`src/verilog/spi_front_cfg.svh`:
```
// Constants for the serial register-access front end: command layout, index walk, role and register masks, FIFO shape
`ifndef SPI_FRONT_CFG_SVH
`define SPI_FRONT_CFG_SVH

// Command byte fields
`define CMD_IDX_HI       7
`define CMD_IDX_LO       3
`define CMD_ZERO_BIT     2
`define CMD_DIR_BIT      1
`define CMD_ACK_BIT      0
`define DIR_READ         1'h0
`define DIR_WRITE        1'h1

// Index walk boundaries
`define IDX_FIFO_LAST    5'h04
`define IDX_INC_A_LAST   5'h13
`define IDX_FROZEN_MID   5'h14
`define IDX_LAST         5'h1F

// Role configuration register and its host bit
`define ROLE_REG_IDX     5'h1B
`define ROLE_HOST_BIT    0
`define ROLE_HOST_RESET  1'h0

// Registers reachable in each mode, one bit per index (26 and 23 set bits)
`define PERIPH_REG_MASK  32'h09FF_FFFF
`define HOST_REG_MASK    32'hFFFF_C01F

// Word layout and FIFO shape
`define BYTE_W           8
`define IDX_W            5
`define FIFO_DEPTH       8
`define BIT_LAST         3'h7

`endif

```
`src/verilog/spi_front_pkg.sv`:
```
// Types shared by the serial front end and its self-checking bench
`include "spi_front_cfg.svh"
package spi_front_pkg;

	// Transfer phase, Gray coded along idle -> command -> data
	typedef enum logic [1:0] {
		PHASE_IDLE = 2'h0,
		PHASE_CMD  = 2'h1,
		PHASE_DATA = 2'h3
	} phase_t;

	// One register write travelling to the register file
	typedef struct packed {
		logic [`IDX_W-1:0]  index;
		logic [`BYTE_W-1:0] data;
	} wr_word_t;

	// Whole state of the front end
	typedef struct packed {
		logic               ss_s1;
		logic               ss_s2;
		logic               ss_s3;
		logic               sclk_s1;
		logic               sclk_s2;
		logic               sclk_s3;
		logic               mosi_s1;
		logic               mosi_s2;
		phase_t             phase;
		logic [2:0]         bit_cnt;
		logic               dir;
		logic [`IDX_W-1:0]  index;
		logic [`BYTE_W-1:0] rx;
		logic [`BYTE_W-1:0] tx;
		logic               hold;
		logic               host;
		logic               ack_set;
		logic               miso;
		logic               miso_oe;
		logic               mosi_out;
		logic               mosi_oe;
		logic               rd_req;
		logic [`IDX_W-1:0]  rd_index;
		logic               push;
		wr_word_t           push_word;
		logic               overrun;
	} front_state_t;

endpackage : spi_front_pkg

```
`src/verilog/wr_fifo.sv`:
```
// Write FIFO between the serial front end and the register file
module wr_fifo #(
	parameter int WIDTH = 13,
	parameter int DEPTH = 8
) (
	input  wire logic             mclk,
	input  wire logic             srst,
	input  wire logic             in_valid,
	output logic                  in_ready,
	input  wire logic [WIDTH-1:0] in_data,
	output logic                  out_valid,
	input  wire logic             out_ready,
	output logic      [WIDTH-1:0] out_data
);
	localparam int CW = $clog2(DEPTH + 1);

	// Head always sits in slot 0 so the outputs come straight from flops
	typedef struct packed {
		logic [DEPTH-1:0][WIDTH-1:0] mem;
		logic [CW-1:0]               count;
		logic                        has_data;
		logic                        has_room;
	} fifo_state_t;

	fifo_state_t st;
	fifo_state_t next_st;
	logic        do_push;
	logic        do_pop;

	assign do_push   = in_valid && st.has_room;
	assign do_pop    = out_ready && st.has_data;
	assign in_ready  = st.has_room;
	assign out_valid = st.has_data;
	assign out_data  = st.mem[0];

	// Shift down on pop, write at the fill level on push
	always_comb begin
		logic [CW-1:0] wr_slot;
		next_st = st;
		wr_slot = st.count;
		if (do_pop) begin
			for (int i = 0; i < DEPTH - 1; i++) begin
				next_st.mem[i] = st.mem[i + 1];
			end
			wr_slot = st.count - CW'(1);
		end
		if (do_push) begin
			next_st.mem[wr_slot] = in_data;
		end
		next_st.count    = st.count + CW'(do_push) - CW'(do_pop);
		next_st.has_data = (next_st.count != '0);
		next_st.has_room = (next_st.count != CW'(DEPTH));
	end

	always_ff @(posedge mclk) begin
		if (srst) begin
			st <= '0;
			st.has_room <= 1'b1;
		end else begin
			st <= next_st;
		end
	end
endmodule : wr_fifo

```
`src/verilog/spi_front.sv`:
```
// Serial slave front end that reads and writes the register file
`include "spi_front_cfg.svh"
module spi_front
	import spi_front_pkg::*;
(
	input  wire logic                mclk,
	input  wire logic                srst,
	input  wire logic                spi_sclk,
	input  wire logic                spi_ss_n,
	input  wire logic                spi_mosi_in,
	output logic                     spi_mosi_out,
	output logic                     spi_mosi_oe,
	output logic                     spi_miso,
	output logic                     spi_miso_oe,
	input  wire logic                full_duplex,
	input  wire logic [`BYTE_W-1:0]  usb_status,
	output logic                     host_mode,
	output logic                     ack_set,
	output logic                     rd_req,
	output logic [`IDX_W-1:0]        rd_index,
	input  wire logic [`BYTE_W-1:0]  rd_data,
	output logic                     wr_valid,
	input  wire logic                wr_ready,
	output logic [`IDX_W-1:0]        wr_index,
	output logic [`BYTE_W-1:0]       wr_data,
	output logic                     overrun,
	input  wire logic                overrun_clr
);

	front_state_t st;
	front_state_t next_st;
	logic         fifo_in_ready;
	wr_word_t     fifo_out;

	// Index walk: FIFO slots and index twenty freeze, the rest advance up to the last
	function automatic logic [`IDX_W-1:0] next_index(input logic [`IDX_W-1:0] idx);
		if (idx <= `IDX_FIFO_LAST || idx == `IDX_FROZEN_MID || idx == `IDX_LAST) begin
			return idx;
		end
		return idx + `IDX_W'(1);
	endfunction : next_index

	// Which indices the current mode exposes
	function automatic logic reg_present(input logic [`IDX_W-1:0] idx, input logic host);
		logic [31:0] mask;
		mask = host ? `HOST_REG_MASK : `PERIPH_REG_MASK;
		return mask[idx];
	endfunction : reg_present

	// Edges come from the second and third sync stages, never the first
	logic ss_active;
	logic ss_fall;
	logic sclk_rise;
	logic sclk_fall;
	logic byte_done;
	logic [`BYTE_W-1:0] rx_byte;

	assign ss_active = !st.ss_s2;
	assign ss_fall   = !st.ss_s2 && st.ss_s3;
	assign sclk_rise = ss_active && st.sclk_s2 && !st.sclk_s3;
	assign sclk_fall = ss_active && !st.sclk_s2 && st.sclk_s3;
	assign rx_byte   = {st.rx[`BYTE_W-2:0], st.mosi_s2};
	assign byte_done = sclk_rise && (st.bit_cnt == `BIT_LAST);

	// Next-state logic for the whole front end
	always_comb begin
		next_st = st;
		next_st.ss_s1   = spi_ss_n;
		next_st.ss_s2   = st.ss_s1;
		next_st.ss_s3   = st.ss_s2;
		next_st.sclk_s1 = spi_sclk;
		next_st.sclk_s2 = st.sclk_s1;
		next_st.sclk_s3 = st.sclk_s2;
		next_st.mosi_s1 = spi_mosi_in;
		next_st.mosi_s2 = st.mosi_s1;
		next_st.ack_set = 1'b0;
		next_st.rd_req  = 1'b0;
		next_st.push    = 1'b0;

		// Read answer arrives in the cycle the request stands; absent registers read zero
		if (st.rd_req) begin
			next_st.tx   = reg_present(st.rd_index, st.host) ? rd_data : '0;
			next_st.hold = 1'b1;
		end

		// Change output data on the falling edge; a freshly loaded byte keeps its top bit
		if (sclk_fall) begin
			if (st.hold) begin
				next_st.hold = 1'b0;
			end else begin
				next_st.tx = {st.tx[`BYTE_W-2:0], 1'b0};
			end
		end

		unique case (st.phase)
			PHASE_IDLE: begin
				if (ss_fall) begin
					next_st.phase   = PHASE_CMD;
					next_st.bit_cnt = '0;
					next_st.tx      = full_duplex ? usb_status : '0;
					next_st.hold    = 1'b0;
				end
			end
			PHASE_CMD: begin
				if (sclk_rise) begin
					next_st.rx      = rx_byte;
					next_st.bit_cnt = st.bit_cnt + 3'h1;
				end
				if (byte_done) begin
					next_st.phase = PHASE_DATA;
					next_st.index = rx_byte[`CMD_IDX_HI:`CMD_IDX_LO];
					next_st.dir   = rx_byte[`CMD_DIR_BIT];
					next_st.ack_set = rx_byte[`CMD_ACK_BIT] && !st.host;
					if (rx_byte[`CMD_DIR_BIT] == `DIR_READ) begin
						next_st.rd_req   = 1'b1;
						next_st.rd_index = rx_byte[`CMD_IDX_HI:`CMD_IDX_LO];
					end
				end
			end
			PHASE_DATA: begin
				if (sclk_rise) begin
					next_st.rx      = rx_byte;
					next_st.bit_cnt = st.bit_cnt + 3'h1;
				end
				if (byte_done) begin
					next_st.index = next_index(st.index);
					if (st.dir == `DIR_WRITE) begin
						// Writes to absent registers are dropped
						if (reg_present(st.index, st.host)) begin
							next_st.push      = 1'b1;
							next_st.push_word = '{index: st.index, data: rx_byte};
						end
						if (st.index == `ROLE_REG_IDX) begin
							next_st.host = rx_byte[`ROLE_HOST_BIT];
						end
					end else begin
						next_st.rd_req   = 1'b1;
						next_st.rd_index = next_index(st.index);
					end
				end
			end
			default: begin
				next_st.phase = PHASE_IDLE;
			end
		endcase

		// Select rising ends the frame whatever phase it is in
		if (st.ss_s2) begin
			next_st.phase = PHASE_IDLE;
		end

		// The serial master cannot stall, so a full FIFO loses the byte and flags it
		if (overrun_clr) begin
			next_st.overrun = 1'b0;
		end
		if (st.push && !fifo_in_ready) begin
			next_st.overrun = 1'b1;
		end

		// Pin drivers; half duplex leaves the data output released
		next_st.miso     = next_st.tx[`BYTE_W-1];
		next_st.mosi_out = next_st.tx[`BYTE_W-1];
		// Enables read the second sync stage only; the first may still be metastable
		next_st.miso_oe  = !st.ss_s2 && full_duplex;
		next_st.mosi_oe  = !st.ss_s2 && !full_duplex && next_st.phase == PHASE_DATA &&
			next_st.dir == `DIR_READ;
	end

	always_ff @(posedge mclk) begin
		if (srst) begin
			st       <= '0;
			st.ss_s1 <= 1'b1;
			st.ss_s2 <= 1'b1;
			st.ss_s3 <= 1'b1;
			st.host  <= `ROLE_HOST_RESET;
		end else begin
			st <= next_st;
		end
	end

	// Writes queue here so a slow register file does not hold up the link
	wr_fifo #(
		.WIDTH ($bits(wr_word_t)),
		.DEPTH (`FIFO_DEPTH)
	) u_wr_fifo (
		.mclk      (mclk),
		.srst      (srst),
		.in_valid  (st.push),
		.in_ready  (fifo_in_ready),
		.in_data   (st.push_word),
		.out_valid (wr_valid),
		.out_ready (wr_ready),
		.out_data  (fifo_out)
	);

	assign wr_index     = fifo_out.index;
	assign wr_data      = fifo_out.data;
	assign spi_mosi_out = st.mosi_out;
	assign spi_mosi_oe  = st.mosi_oe;
	assign spi_miso     = st.miso;
	assign spi_miso_oe  = st.miso_oe;
	assign host_mode    = st.host;
	assign ack_set      = st.ack_set;
	assign rd_req       = st.rd_req;
	assign rd_index     = st.rd_index;
	assign overrun      = st.overrun;
endmodule : spi_front

```
`config.mk`:
```
export PLATFORM = sky130hd
export DESIGN_NAME = spi_front
export DESIGN_NICKNAME = d
export VERILOG_FILES = /design/src/verilog/spi_front_pkg.sv /design/src/verilog/wr_fifo.sv /design/src/verilog/spi_front.sv
export VERILOG_INCLUDE_DIRS = /design/src /design/src/verilog
export SDC_FILE = /design/constraint.sdc
export NUM_CORES = 1
export LEC_CHECK = 0
export BUFFER_PORTS_ARGS = -buffer_cell sky130_fd_sc_hd__clkbuf_2
export CORE_MARGIN = 5
export CORE_UTILIZATION = 57
export CTS_BUF_LIST = sky130_fd_sc_hd__clkbuf_4
export DETAILED_ROUTE_END_ITERATION = 6
export PLACE_DENSITY = 0.87
export REMOVE_ABC_BUFFERS = 1
export SLEW_MARGIN = 30
export SYNTH_ARGS = -nofsm -noshare
export SYNTH_HDL_FRONTEND = slang
export SYNTH_HIERARCHICAL = 1
export SYNTH_SLANG_ARGS = --single-unit
```
`constraint.sdc`:
```
create_clock -name mclk -period 2.59 [get_ports mclk]
set_clock_uncertainty 0.05 [all_clocks]
set_input_delay 0.518 -clock mclk [delete_from_list [all_inputs] [get_ports mclk]]
set_output_delay 0.518 -clock mclk [all_outputs]
set_load 0.01 [all_outputs]
```
**Word-level counts from Yosys, hierarchy flattened**

Index checks and enable logic that the tools add are counted.

- Add/sub/neg operators: 5
- Magnitude comparators: 5
- Eq/ne operators: 14
- Multiplexer cells: 48
- Bitwise gates (word level): 5
- Reduce and logical (&&, ||, !) cells: 36

Operators with widths:

| kind | count |
|---|---|
| 91-bit two-way mux | 2 |
| 104-bit bitwise mux | 1 |
| 13-bit demux with 3-bit select | 1 |
| 9-bit two-way mux | 4 |
| 32-bit two-way mux | 1 |
| 8-bit two-way mux | 4 |
| 14-bit two-way mux | 2 |
| 13-bit one-hot mux with 2 select lines | 1 |
| 5-bit two-way mux | 5 |
| 6-bit two-way mux | 4 |
| 20-bit two-way mux | 1 |
| 5-bit equality test, second input constant | 3 |
| 1-bit logical AND | 15 |
| 13-bit two-way mux | 1 |
| 5-bit by 6-bit less-than comparator with 1-bit output, second input constant | 2 |
| 1-bit two-way mux | 12 |
| 6-bit one-hot mux with 2 select lines | 1 |
| 1-bit binary-select mux with 5-bit select | 2 |
| 2-bit inequality test, second input constant | 5 |
| 4-bit AND reduction | 2 |
| 1-bit zero test | 6 |
| 2-bit one-hot mux with 3 select lines | 1 |
| 3-bit one-hot mux with 2 select lines | 1 |
| 3-bit AND reduction | 2 |
| 25 further kinds | 34 |

- Register bits after elaboration: 172
- Input bits: 24
- Output and inout port bits: 27
- Word-level logic and storage cells: 150

**Longest topological paths before layout**

- Depth after elaboration: 11
- Gate-level depth with buffers: 11

**By module**

The synthesis kept the hierarchy.

Modules (own cells, without submodules):

| module | instances | cells an instance | area an instance (um^2) | sequential area each (um^2) |
|---|---|---|---|---|
| wr_fifo | 1 | 633 | 5,303.8 | 2,202.1 |
| spi_front | 1 | 323 | 2,914.0 | 1,201.2 |

**Worst setup path after synthesis**

Ideal clock, no wire load.

- Path kind: input -> register
- Start point: input wr_ready
- End point: register u_wr_fifo.st, in the netlist u_wr_fifo/out_valid
- Library setup time: 0.132 ns
- Arrival time: 2.405 ns
- Required time: 2.408 ns
- Slack: 0.003 ns
- Stages on the path: 11
- Path buffers: 2
- Cell sequence: nand2_1 -> buf_2 -> buf_1 -> nand2_1 -> nand2_1 -> ha_1 -> inv_1 -> fa_1 -> xnor2_1 -> and3b_1 -> a21oi_1

- Cells in the longest elaborated chain, start to end: 3

RTL lines:

| what | line | RTL |
|---|---|---|
| start, declared | spi_front.sv:23 | `input wire logic wr_ready,` |
| 1-bit logical AND | wr_fifo.sv:31 | `assign do_pop = out_ready && st.has_data;` |
| 4-bit by 1-bit subtractor with 4-bit output | wr_fifo.sv:50 | `next_st.count = st.count + CW'(do_push) - CW'(do_pop);` |
| 4-bit nonzero test | wr_fifo.sv:51 | `next_st.has_data = (next_st.count != '0);` |
| end signal, assigned | wr_fifo.sv:60 | `st <= next_st;` |
| end, declared | wr_fifo.sv:25 | `fifo_state_t st;` |

No other way between the ends.
A chain may end at the register's enable or synchronous reset.

==> flow_summary.yaml <==
run_status:
  outcome: "finished clean"
power_and_ir_drop:
  p_leak_nw: 3.39
  irDropWorstVdd_mv: 0.445
  power_density_nw_per_um2: 622
timing:
  finalCritPeriodShare_pct: 87.3
  slew_headroom_pct: 42.5
  setup_violations: 0
  max_freq_mhz: 442
  tightest_slew_ps: 860
  rsz0062_at_grt: "false"
  fin_ws_ps: 329
  hold_viol: 0
  drv_slew: 0
  post-route-min-period_ps: 2260
clock_network:
  cts_htree_levels: 4
  cts_setup_buffers: 0
  cts_buffers: 17
  clock-sinks: 170
  post_cts_resize_count: 0
  cts_tree: "done"
  cts_max_path_buffers: 2
  clkTransAtPathRegs_ps: 130
  worstSkewPairLatency_ps: 570
  cts-root-buf: "clkbuf_4"
  ctsHoldBuffers: 0
synthesis:
  ys_warn_count: 6
  synthesis.area_um2: 8220
  yosys.cell_types.count: 68
  ys_dominant_reg_cell: "dfxtp_1"
  syn_inst: 956
  synth_compound_area_share_pct: 18.6
  yosysSeqAreaShare_pct: 41.4
  ys_async_sr_fraction_pct: 0
  synth-xor-area-share_pct: 1.07
  synth_edf_count: 0
  avgSynthCellArea_um2: 8.60
  synthAdderAreaFrac_pct: 1.92
  synth_top_family_by_area: "simple AND/OR/NAND/NOR gates"
  synthSimpleGateAreaFrac_pct: 21.5
  ys_ff_latch: 170
  synthMuxAreaShare_pct: 8.04
final_layout:
  fillers: 1193
  fin_area_um2: 8730
  fin_nets: 998
  seq_area_um2: 3400
  area_delta_synth_final_pct: 6.18
  layout-drive-gt1-share_pct: 14.4
  final_common_cell: "dfxtp_1"
  multi_input_area_um2: 4220
  final_cell_mix: "170 x dfxtp_1, 140 x nand2_1, 74 x a21oi_1, 66 x mux2i_1, 63 x o21ai_0"
route:
  avgRoutedWirePerCell_um: 15.8
  via_per_inst: 5.93
  wl_um: 18300
  dr.pass1.iters: 5
  drt_iter0_markers: 604
  drcViolationCount: 0
  ant_nets: 0
  via_count: 6857
floorplanning:
  rows: 43
  die_y_um: 130
  ioPinCount: 51
  coreArea_um2: 14000
  die-area_um2: 16900
  die_w_um: 130
  initial_core_util_pct: 58.7
flow_run:
  drv_cap: 0
worst_setup_path:
  crit_type: "register to register"
  arrival_ps: 2700
  worst_setup_path_end_kind: "register"
  crit_path_start_kind: "register"
  required_ps: 3030
  path_max_fanout: 14
grt:
  grt_pass1_vias: 6565
  grt_pass1_wl_um: 31100
  grt_max_degree: 92
  grt_use_total_pct: 22.5
  gr-total-overflow: 0
  antenna_found_initial: 1
placed_design:
  gp_congestion: 0.835
  place.detailed.hpwl_um: 12100
  port_buffers: 50
  post-place-ws_ps: 248
  placed_area_um2: 8440
hold_path:
  min_path_type: "input pin to register"
## layout make-up
type	count	share of cell area, %
Multi-Input combinational cell	666	48.4
Sequential cell	170	39.0
Timing Repair Buffer	81	5.71
Tap cell	180	2.58
Clock inverter	15	1.75
Clock buffer	17	1.46
Inverter	26	1.12
Antenna cell	1	0.0287
## critical path: stages, from the launching register on
cell       delay (ps)
dfxtp_1           370
ha_1              150
ha_1              250
nand4bb_4         130
nor2_1            390
o311ai_4          370
nor2b_1           240
a311oi_1          220
## state kept, by name, indices dropped and copies added, names as in the netlist, 5 cells and up
register,count
u_wr_fifo/st,95
st,36
u_wr_fifo/out_data,13
rx_byte,8
next_st,5
rd_index,5
## synthesized netlist by cell type, types with 2 or more instances
cell       number  share of area (%)
dfxtp_1       170                 41
nand2_1       141                6.4
a21oi_1        74                4.5
mux2i_1        66                8.0
o21ai_0        63                3.8
nand3_1        59                3.6
o31ai_1        53                4.8
clkbuf_1       43                2.0
nor2_1         41                1.9
nor2b_1        29                2.2
buf_4          26                2.4
inv_1          25                1.1
nand3b_1       16                1.5
nor3_1         15               0.91
ha_1           11                1.7
buf_2           9               0.55
buf_6           8                1.1
nand4b_1        8               0.85
a2111oi_2       7                1.3
buf_1           7               0.32
xnor2_1         6               0.64
and2_1          5               0.38
a22oi_1         4               0.37
nand2b_1        4               0.30
o32ai_2         4               0.79
xor2_1          4               0.43
and2_4          3               0.32
and3_1          3               0.23
nand3_2         3               0.37
o21bai_1        3               0.27
a211oi_1        2               0.18
a22o_1          2               0.21
a31oi_1         2               0.15
and3b_1         2               0.21
o21a_1          2               0.18
o22ai_1         2               0.15
or2_2           2               0.15
or3_1           2               0.15
## cell families (layout without fill, tap and decap cells)
group | after synthesis | in the layout
flops | 170 | 170
xor+xnor | 10 | 10
mux | 66 | 66
other cells | 0 | 1
compound gates | 231 | 231
fa+ha+maj | 12 | 12
simple gates | 347 | 347
buf+inv | 120 | 139
## through the flow
stage / TNS (ps) / instances / power, mW / util, % / hold slack (ps)
CTS: 0 / 1155 / 5.45 / 62.4 / 35.8
global placement: 0 / 1123 / 3.95 / 60.4 / 342
detailed placement: 0 / 1123 / 3.97 / 60.4 / 353
finish: 0 / 1156 / 5.43 / 62.4 / 83.6
global route: 0 / 1156 / 5.70 / 62.4 / 52.2
floorplan: -216150 / 862 / 3.59 / - / 339
## layer usage
layer	vias to the layer above	GRT usage, %	part of all wire, %
li1	3351	-	-
met1	3213	29.0	44
met2	263	37.0	48
met3	30	5.24	6.3
met4	0	8.44	1.8
met5	-	0	0
## path summary, 6_finish.rpt
path / endpoint / from / slack, ps / cells past startpoint
setup / recovery: st[13]$_SDFFE_PP0P_ / st[50]$_SDFFE_PP0P_ / 330 / 7
hold / removal: next_st[61]$_SDFF_PP1_ / spi_ss_n / 80 / 2
setup reg to reg: st[13]$_SDFFE_PP0P_ / st[50]$_SDFFE_PP0P_ / 330 / 7
hold reg to reg: next_st[60]$_SDFF_PP1_ / next_st[61]$_SDFF_PP1_ / 380 / 1
## power by group
group,switching (mW),internal (mW)
Combinational,0.752,0.448
Sequential,0.0525,2.67
Clock,0.938,0.570
Total,1.74,3.69
(Power assumes the default switching activity.)
